==> config.mk <==
export PLATFORM = sky130hd
export DESIGN_NAME = asp_core
export DESIGN_NICKNAME = d
export VERILOG_FILES = /design/src/logic/asp_pkg.sv /design/src/logic/asp_dp_if.sv /design/src/logic/asp_shift.sv /design/src/logic/asp_core.sv
export SDC_FILE = /design/constraint.sdc
export NUM_CORES = 2
export LEC_CHECK = 0
export BUFFER_PORTS_ARGS = -buffer_cell sky130_fd_sc_hd__buf_2
export CAP_MARGIN = 20
export CORE_MARGIN = 2
export CORE_UTILIZATION = 60
export DETAILED_ROUTE_END_ITERATION = 8
export PLACE_DENSITY = 0.79
export SYNTH_ARGS = -nofsm -noshare
export SYNTH_HDL_FRONTEND = slang
export SYNTH_SLANG_ARGS = --single-unit
==> constraint.sdc <==
create_clock -name sys_clk_i -period 10.6 [get_ports sys_clk_i]
set_input_delay 2.12 -clock sys_clk_i [delete_from_list [all_inputs] [get_ports sys_clk_i]]
set_output_delay 2.12 -clock sys_clk_i [all_outputs]
set_load 0.02 [all_outputs]
==> src/logic/asp_pkg.sv <==
// package of the accumulator, shift and saturate datapath
// assumes one clock, synchronous active-high reset, apb register access
package asp_pkg;
   // =====================================================
   // widths
   localparam int unsigned WORD_W = 16;
   localparam int unsigned ACC_W = 32;
   localparam int unsigned ADDR_W = 8;
   localparam int unsigned EV_W = 2;
   // =====================================================
   // register byte offsets
   localparam logic [7:0] OFS_STATUS_A = 8'h00;
   localparam logic [7:0] OFS_STATUS_B = 8'h04;
   localparam logic [7:0] OFS_OPERAND = 8'h08;
   localparam logic [7:0] OFS_PRODUCT = 8'h0c;
   localparam logic [7:0] OFS_ACC = 8'h10;
   localparam logic [7:0] OFS_IRQ_STAT = 8'h14;
   localparam logic [7:0] OFS_IRQ_CLR = 8'h18;
   localparam logic [7:0] OFS_IRQ_EN = 8'h1c;
   // =====================================================
   // field positions
   localparam int unsigned POS_OV = 12;
   localparam int unsigned POS_OVM = 11;
   localparam int unsigned POS_TC = 11;
   localparam int unsigned POS_SXM = 10;
   localparam int unsigned EV_OV = 0;
   localparam int unsigned EV_TC = 1;
   // =====================================================
   // reset values
   localparam logic [15:0] RST_STATUS_A = 16'h0000;
   localparam logic [15:0] RST_STATUS_B = 16'h0000;
   localparam logic [EV_W-1:0] RST_IRQ_EN = 2'h0;
   // =====================================================
   // encodings and limits
   localparam logic [1:0] PM_NONE = 2'h0;
   localparam logic [1:0] PM_LEFT1 = 2'h1;
   localparam logic [1:0] PM_LEFT4 = 2'h2;
   localparam logic [1:0] PM_RIGHT6 = 2'h3;
   localparam logic [31:0] ACC_MAX = 32'h7fffffff;
   localparam logic [31:0] ACC_MIN = 32'h80000000;
   localparam logic [4:0] IN_SHIFT_MAX = 5'h10;

   typedef enum logic [3:0] {
      OP_LOAD_OPERAND, OP_MUL, OP_LOAD_ACC, OP_ADD, OP_SUB, OP_ADD_PROD,
      OP_SHIFT_ACC, OP_STORE_ACC, OP_BIT_TEST, OP_STORE_ST_A, OP_STORE_ST_B,
      OP_LOAD_ST_A, OP_LOAD_ST_B, OP_CLEAR_OV
   } asp_op_type;
endpackage : asp_pkg

==> src/logic/asp_dp_if.sv <==
// signals between the datapath core and its shifter block
// assumes both ends sit in the same clock domain; all signals combinational
interface asp_dp_if;
   logic [31:0] product;
   logic [1:0] pm;
   logic [31:0] prod_shifted;
   logic [31:0] acc;
   logic [2:0] out_count;
   logic out_upper;
   logic [15:0] out_word;
   logic [15:0] in_word;
   logic [4:0] in_count;
   logic sign_extend_enable;
   logic [31:0] in_result;
   modport core (output product, pm, acc, out_count, out_upper, in_word, in_count, sign_extend_enable,
      input prod_shifted, out_word, in_result);
   modport shifter (input product, pm, acc, out_count, out_upper, in_word, in_count, sign_extend_enable,
      output prod_shifted, out_word, in_result);
endinterface : asp_dp_if

==> src/logic/asp_shift.sv <==
// product, output and input shifters of the datapath, purely combinational
// assumes the core registers product and acc; counts, select and in_word come from op inputs, in_count from operand_q when sel is high
module asp_shift (
   asp_dp_if.shifter dp // shifter side of the datapath link
);
   import asp_pkg::*;

   // =====================================================
   // product shifter
   logic signed [31:0] prod_signed;
   assign prod_signed = dp.product;
   assign dp.prod_shifted = (dp.pm == PM_LEFT1) ? {dp.product[30:0], 1'b0} :
                            (dp.pm == PM_LEFT4) ? {dp.product[27:0], 4'h0} :
                            (dp.pm == PM_RIGHT6) ? 32'(prod_signed >>> 6) :
                            dp.product;

   // =====================================================
   // output shifter: left 0..7, then one half
   logic [31:0] out_shifted;
   assign out_shifted = dp.acc << dp.out_count;
   assign dp.out_word = dp.out_upper ? out_shifted[31:16] : out_shifted[15:0];

   // =====================================================
   // input shifter: counts above 16 clamp to 16
   logic [31:0] in_ext;
   logic [4:0] in_cnt;
   assign in_ext = dp.sign_extend_enable ? {{16{dp.in_word[15]}}, dp.in_word} : {16'h0000, dp.in_word};
   assign in_cnt = (dp.in_count > IN_SHIFT_MAX) ? IN_SHIFT_MAX : dp.in_count;
   assign dp.in_result = in_ext << in_cnt;
endmodule : asp_shift

==> src/logic/asp_core.sv <==
// top of the accumulator, shift and saturate datapath with its apb registers
// assumes decode logic issues one op per enabled clock and holds op inputs valid with op_valid_i
//
// The placing of the registers and the APB slave port were left to the implementer.
module asp_core (
   input wire logic sys_clk_i, // 250 mhz clock
   input wire logic sys_rst_i, // synchronous reset, high
   input wire logic ce_i, // clock enable, freezes state when low
   input wire logic op_valid_i, // op strobe from decode
   input wire asp_pkg::asp_op_type op_code_i, // operation
   input wire logic [15:0] op_data_i, // operand word from data read bus
   input wire logic [4:0] op_shift_i, // static shift count
   input wire logic op_sel_i, // op qualifier, see handover
   output logic [15:0] data_write_bus_o, // stored word
   output logic data_write_valid_o, // stored word strobe
   output logic [31:0] acc_o, // accumulator
   output logic test_flag_o, // test flag
   output logic overflow_flag_o, // overflow flag
   output logic irq_o, // level interrupt
   input wire logic psel_i, // apb select
   input wire logic penable_i, // apb enable
   input wire logic pwrite_i, // apb direction
   input wire logic [asp_pkg::ADDR_W-1:0] paddr_i, // apb byte address
   input wire logic [31:0] pwdata_i, // apb write data
   output logic [31:0] prdata_o, // apb read data
   output logic pready_o, // apb ready
   output logic pslverr_o // apb error on unmapped address
);
   import asp_pkg::*;

   // =====================================================
   // state
   logic [15:0] status_a_q, status_a_d;
   logic [15:0] status_b_q, status_b_d;
   logic [15:0] operand_q, operand_d;
   logic [31:0] product_q, product_d;
   logic [31:0] acc_q, acc_d;
   logic [15:0] wbus_q, wbus_d;
   logic wvalid_q;
   logic [EV_W-1:0] irq_stat_q, irq_stat_d;
   logic [EV_W-1:0] irq_en_q, irq_en_d;
   logic [31:0] rdata_q;

   asp_dp_if dp ();
   asp_shift u_shift (.dp(dp));

   // =====================================================
   // op decode
   logic do_mul, do_load, do_add, do_sub, do_addp, do_shacc, do_store, do_bit;
   logic do_st_a, do_st_b, do_ld_a, do_ld_b, do_clr_ov, do_ldop, act;
   assign act = ce_i & op_valid_i;
   assign do_ldop = act & (op_code_i == OP_LOAD_OPERAND);
   assign do_mul = act & (op_code_i == OP_MUL);
   assign do_load = act & (op_code_i == OP_LOAD_ACC);
   assign do_add = act & (op_code_i == OP_ADD);
   assign do_sub = act & (op_code_i == OP_SUB);
   assign do_addp = act & (op_code_i == OP_ADD_PROD);
   assign do_shacc = act & (op_code_i == OP_SHIFT_ACC);
   assign do_store = act & (op_code_i == OP_STORE_ACC);
   assign do_bit = act & (op_code_i == OP_BIT_TEST);
   assign do_st_a = act & (op_code_i == OP_STORE_ST_A);
   assign do_st_b = act & (op_code_i == OP_STORE_ST_B);
   assign do_ld_a = act & (op_code_i == OP_LOAD_ST_A);
   assign do_ld_b = act & (op_code_i == OP_LOAD_ST_B);
   assign do_clr_ov = act & (op_code_i == OP_CLEAR_OV);

   // =====================================================
   // mode bits
   logic saturate_enable, sign_extend_enable, ov;
   logic [1:0] pm;
   assign saturate_enable = status_a_q[POS_OVM];
   assign ov = status_a_q[POS_OV];
   assign sign_extend_enable = status_b_q[POS_SXM];
   assign pm = status_b_q[1:0];

   // =====================================================
   // shifter link
   assign dp.product = product_q;
   assign dp.pm = pm;
   assign dp.acc = acc_q;
   assign dp.out_count = op_shift_i[2:0];
   assign dp.out_upper = op_sel_i;
   assign dp.in_word = op_data_i;
   assign dp.in_count = op_sel_i ? {1'b0, operand_q[3:0]} : op_shift_i;
   assign dp.sign_extend_enable = sign_extend_enable;

   // =====================================================
   // multiplier, sel high picks signed operands
   logic signed [16:0] mul_a, mul_b;
   logic signed [33:0] mul_full;
   logic [31:0] product;
   assign mul_a = op_sel_i ? {op_data_i[15], op_data_i} : {1'b0, op_data_i};
   assign mul_b = op_sel_i ? {operand_q[15], operand_q} : {1'b0, operand_q};
   assign mul_full = mul_a * mul_b;
   assign product = mul_full[31:0];

   // =====================================================
   // accumulator arithmetic, 33 bits to see overflow
   logic [31:0] addend;
   logic [32:0] sum;
   logic arith, ovf, ovf_neg;
   logic [31:0] sat_val, shacc;
   assign addend = do_addp ? dp.prod_shifted : dp.in_result;
   assign sum = do_sub ? {acc_q[31], acc_q} - {addend[31], addend}
                       : {acc_q[31], acc_q} + {addend[31], addend};
   assign arith = do_add | do_sub | do_addp;
   assign ovf = arith & (sum[32] != sum[31]);
   assign ovf_neg = sum[32];
   assign sat_val = ovf_neg ? ACC_MIN : ACC_MAX;
   // sel high shifts right; the msb fills with the sign bit when sign extension is on, else with zero
   assign shacc = op_sel_i ? {sign_extend_enable & acc_q[31], acc_q[31:1]} : {acc_q[30:0], 1'b0};

   // =====================================================
   // bit test, index counts from the lsb
   logic [3:0] bit_idx;
   logic bit_val;
   assign bit_idx = op_sel_i ? operand_q[3:0] : op_shift_i[3:0];
   assign bit_val = op_data_i[bit_idx];

   // =====================================================
   // apb decode, no wait states; read data caught in setup
   logic setup, access, wr, mapped;
   logic [31:0] rsel;
   assign setup = psel_i & ~penable_i;
   assign access = psel_i & penable_i & ce_i;
   assign wr = access & pwrite_i;
   assign mapped = (paddr_i[1:0] == 2'h0) & (paddr_i <= OFS_IRQ_EN);
   assign pready_o = access;
   assign pslverr_o = access & ~mapped;
   assign prdata_o = rdata_q;
   assign rsel = (paddr_i == OFS_STATUS_A) ? {16'h0000, status_a_q} :
                 (paddr_i == OFS_STATUS_B) ? {16'h0000, status_b_q} :
                 (paddr_i == OFS_OPERAND) ? {16'h0000, operand_q} :
                 (paddr_i == OFS_PRODUCT) ? product_q :
                 (paddr_i == OFS_ACC) ? acc_q :
                 (paddr_i == OFS_IRQ_STAT) ? {30'h0, irq_stat_q} :
                 (paddr_i == OFS_IRQ_EN) ? {30'h0, irq_en_q} : 32'h0;
   logic wr_sa, wr_sb, wr_op, wr_clr, wr_en;
   assign wr_sa = wr & (paddr_i == OFS_STATUS_A);
   assign wr_sb = wr & (paddr_i == OFS_STATUS_B);
   assign wr_op = wr & (paddr_i == OFS_OPERAND);
   assign wr_clr = wr & (paddr_i == OFS_IRQ_CLR);
   assign wr_en = wr & (paddr_i == OFS_IRQ_EN);

   // =====================================================
   // next state
   logic [15:0] sa_base, sb_base;
   logic tc_set;
   logic [EV_W-1:0] events;
   // a status write from apb and a status load from memory both count as explicit writes
   assign sa_base = wr_sa ? pwdata_i[15:0] : do_ld_a ? op_data_i : status_a_q;
   assign sb_base = wr_sb ? pwdata_i[15:0] : do_ld_b ? op_data_i : status_b_q;
   assign tc_set = do_bit & bit_val;
   assign events = {tc_set, ovf};

   always_comb begin
      status_a_d = sa_base;
      // overflow sticks; an event in the clearing cycle wins
      status_a_d[POS_OV] = ovf | (sa_base[POS_OV] & ~do_clr_ov);
      status_b_d = sb_base;
      if (do_bit) begin
         status_b_d[POS_TC] = bit_val;
      end
   end

   assign operand_d = do_ldop ? op_data_i : wr_op ? pwdata_i[15:0] : operand_q;
   assign product_d = do_mul ? product : product_q;
   assign acc_d = do_load ? dp.in_result :
                  (ovf & saturate_enable) ? sat_val :
                  arith ? sum[31:0] :
                  do_shacc ? shacc : acc_q;
   assign wbus_d = do_store ? dp.out_word : do_st_a ? status_a_q : do_st_b ? status_b_q : wbus_q;
   assign irq_stat_d = (irq_stat_q & ~(wr_clr ? pwdata_i[EV_W-1:0] : {EV_W{1'b0}})) | events;
   assign irq_en_d = wr_en ? pwdata_i[EV_W-1:0] : irq_en_q;

   // =====================================================
   // registers
   always_ff @(posedge sys_clk_i) begin
      if (sys_rst_i) begin
         status_a_q <= RST_STATUS_A;
         status_b_q <= RST_STATUS_B;
         operand_q <= 16'h0000;
         product_q <= 32'h00000000;
         acc_q <= 32'h00000000;
      end else if (ce_i) begin
         status_a_q <= status_a_d;
         status_b_q <= status_b_d;
         operand_q <= operand_d;
         product_q <= product_d;
         acc_q <= acc_d;
      end
   end

   always_ff @(posedge sys_clk_i) begin
      if (sys_rst_i) begin
         wbus_q <= 16'h0000;
         wvalid_q <= 1'b0;
         irq_stat_q <= '0;
         irq_en_q <= RST_IRQ_EN;
         rdata_q <= 32'h00000000;
      end else if (ce_i) begin
         wbus_q <= wbus_d;
         wvalid_q <= do_store | do_st_a | do_st_b;
         irq_stat_q <= irq_stat_d;
         irq_en_q <= irq_en_d;
         rdata_q <= setup ? rsel : rdata_q;
      end
   end

   assign data_write_bus_o = wbus_q;
   assign data_write_valid_o = wvalid_q;
   assign acc_o = acc_q;
   assign test_flag_o = status_b_q[POS_TC];
   assign overflow_flag_o = ov;
   assign irq_o = |(irq_stat_q & irq_en_q);
endmodule : asp_core

==> results.yml <==
status:
  status: "finished, final reports clean"
timing:
  post-route-period-util_pct: 90.7
  fin_crit_ps: 9610
  hold_viol_final: 0
  final.setup_skew_ps: 20.5
  finalSetupViolations: 0
  maxSlewHeadroom_pct: 21.0
  max_clock_freq_ghz: 0.104
  rsz0062_at_grt: "false"
  maxSlewViolCount: 0
  worst_pin_slew_ps: 1180
  fin_setup_tns_ps: 0
  hold_ws_ps: 488
worst_setup_path:
  max_stage_delay_ps: 870
  crit_slowest_cell: "a21oi_1"
  start_kind: "primary input"
  critPathBufInv: 3
  worstSetupPathType: "in -> reg"
  crit_family: "compound AO/OA/AOI/OAI gates"
  cp-end-kind: "flop"
  worstPathRequired_ps: 11000
  crit_arrival_ps: 10020
  critPathMaxFanout: 44
yosys:
  synth_seq_area_share_pct: 13.1
  ys_warn_count: 0
  synth_ff_type: "dfxtp_1"
  synth_area_sq_mm: 0.0251
  synthArstFlopShare_pct: 0
  synth.area.top_cells: "fa_1 (23%), dfxtp_1 (13%), ha_1 (5.7%)"
  yosys.area.top_type: "fa_1"
  syn_nets: 3438
  synth_edf_count: 0
  synth_top_area_share_pct: 22.5
  yosys_register_bits: 165
  syn-instance-count: 2967
  syn-mean-instance-area_sq_um: 8.48
  ys_types: 90
grt:
  grt_usage_pct: 42.8
  antenna_found_initial: 5
  grt_pass1_wl_microns: 141000
  grt_max_degree: 78
  grt_pass1_vias: 24200
  overflow: 0
  use_met3_pct: 11.0
  use_met2_pct: 67.7
  met1_usage_pct: 53.3
  gr-max-usage-layer: "met2"
power:
  p_per_area_mw_per_mm2: 68.0
  power.leakage_nw: 11.1
  ir_worst_vdd_uv: 122
cells_and_area:
  postLayoutCellArea_sq_mm: 0.0269
  drive_gt1_share_pct: 12.7
  fin_nets: 3446
  area_growth_pct: 6.93
  multiInputGateArea_sq_mm: 0.0199
  ff_latch_area_sq_mm: 0.00330
  nFillCells: 3515
floorplanning:
  floorplan.initialDensity_pct: 60.4
  boundaryPins: 159
  core_area_sq_mm: 0.0417
  dieArea_sq_mm: 0.0436
  die_y_microns: 209
  std_cell_rows: 75
  dieWidth_microns: 209
detailed_routing:
  vias_per_cell: 6.81
  route.detailed.drc: 0
  drt-initial-drc-count: 3056
  vias: 24000
  wl_per_cell_microns: 26.2
  firstDrtPassIters: 6
  ant_nets: 0
  drt-total-wl_microns: 92500
clock_tree:
  root_buffer: "clkbuf_16"
  cts_tree: "yes"
  htreeDepth: 4
  clk_latency_ps: 480
  cts_made_buffers: 17
  cts_buffer_depth: 2
  ctsResizeCount: 0
  post_cts_buffers: 0
  cts_sinks: 165
  clkTransAtPathRegs_ps: 80
  ctsHoldBuffers: 0
worst_hold_path:
  worstHoldPathType: "reg -> reg"
placement:
  detailed_place.area_sq_mm: 0.0262
  numPortBuffers: 142
  hpwl_microns: 69300
  place_congestion: 0.996
job:
  maxCapViolations: 0
## metrics by stage
stage / utilization [%] / total power (W) / setup slack [ps] / instances
3_5_place_dp: 62.8 / 0.00114 / 872 / 3492
2_1_floorplan: - / 0.000987 / 1150 / 2967
6_report: 64.5 / 0.00183 / 988 / 3531
4_1_cts: 64.4 / 0.00181 / 1290 / 3524
3_3_place_gp: 62.8 / 0.00113 / 958 / 3491
5_1_grt: 64.5 / 0.00189 / 634 / 3529
## metal layers
layer	routed length [microns]	share of wire, %
met5	0	0
met3	10300	11
met4	5810	6.3
met2	41900	45
met1	34500	37
## worst register-to-register path: cells and delay by family (launching register included)
kind	cells	cell delay, ps
XOR/XNOR	3	780
AO/OA/AOI/OAI	8	2960
adder cells (fa/ha/maj)	1	380
AND/OR/NAND/NOR	10	2380
flip-flops	1	310
buffers and inverters	3	770
multiplexers	1	520
## cell usage after synthesis, drive strengths merged, types with 7 or more instances
master / n
and2: 130
a31oi: 24
xor2: 32
nor3: 37
o21bai: 9
mux2i: 107
a21oi: 137
ha: 115
o21a: 8
a221oi: 25
nand2: 334
fa: 283
a22oi: 29
dfxtp: 165
clkbuf: 186
o22ai: 7
nand4: 12
or3: 22
nand3: 96
mux4: 63
inv: 287
or2: 21
mux2: 17
nand2b: 27
o211ai: 24
and3: 28
nor4: 8
nor2: 226
o2111ai: 28
a22o: 35
o31ai: 15
a311oi: 19
a32o: 26
o21ai: 79
nor2b: 15
a21o: 30
xnor2: 61
buf: 33
a211oi: 86
## report_power, final
part           total, W  leakage, nW  internal, W  switching, W
registers      0.000638         1.33     0.000626     0.0000122
logic          0.000511         9.50     0.000172      0.000339
clock network  0.000679        0.306     0.000328      0.000351
## worst paths after layout
path / from / depth (start not counted) / slack (ps) / endpoint
max: op_sel_i / 26 / 990 / acc_o[7]$_SDFFE_PP0P_
min: data_write_valid_o$_SDFFE_PP0P_ / 2 / 490 / data_write_valid_o$_SDFFE_PP0P_
max reg2reg: operand_q[0]$_SDFFE_PP0P_ / 26 / 2410 / acc_o[7]$_SDFFE_PP0P_
min reg2reg: data_write_valid_o$_SDFFE_PP0P_ / 2 / 490 / data_write_valid_o$_SDFFE_PP0P_
## layout make-up
| type | instances | area share, % |
|---|---|---|
| Multi-Input combinational cell | 2296 | 74.1 |
| Inverter | 287 | 4.01 |
| Clock buffer | 17 | 1.58 |
| Clock inverter | 15 | 0.777 |
| Antenna cell | 4 | 0.0372 |
| Tap cell | 539 | 2.51 |
| Sequential cell | 165 | 12.3 |
| Timing Repair Buffer | 208 | 4.67 |
## flip-flops by register name, summed over array words and instances (netlist names), 16 cells and up
name and count:
status_b_q 16, dp.product 32, acc_o 32, data_write_bus_o 16, prdata_o 32, operand_q 16
status_a_q 16
## logic make-up after synthesis
family	after synthesis	share of synthesized area, %
AND/OR/NAND/NOR	977	18.4
AO/OA/AOI/OAI	639	18.3
XOR/XNOR	95	3.42
adder cells (fa/ha/maj)	398	28.3
flip-flops	165	13.1
buffers and inverters	506	7.89
multiplexers	187	10.7
## cells in the final DEF (no fill, tap or decap), types with 27 or more instances in the layout
| cell type | netlist | final |
|---|---|---|
| nand2_1 | 334 | 334 |
| a22o_1 | 35 | 35 |
| and2_1 | 129 | 129 |
| mux2i_1 | 107 | 107 |
| a21o_1 | 30 | 30 |
| a211oi_1 | 85 | 85 |
| xnor2_1 | 61 | 61 |
| buf_4 | 4 | 64 |
| inv_1 | 287 | 287 |
| o2111ai_1 | 28 | 28 |
| fa_1 | 283 | 283 |
| nand2b_1 | 27 | 27 |
| and3_1 | 27 | 27 |
| nand3_1 | 93 | 93 |
| a21oi_1 | 135 | 135 |
| a22oi_1 | 29 | 29 |
| nor2_1 | 226 | 223 |
| mux4_2 | 63 | 63 |
| buf_2 | 13 | 140 |
| o21ai_0 | 75 | 75 |
| xor2_1 | 32 | 32 |
| nor3_1 | 37 | 30 |
| ha_1 | 115 | 115 |
| dfxtp_1 | 165 | 164 |
No activity file was read; power rests on OpenSTA's default activity.
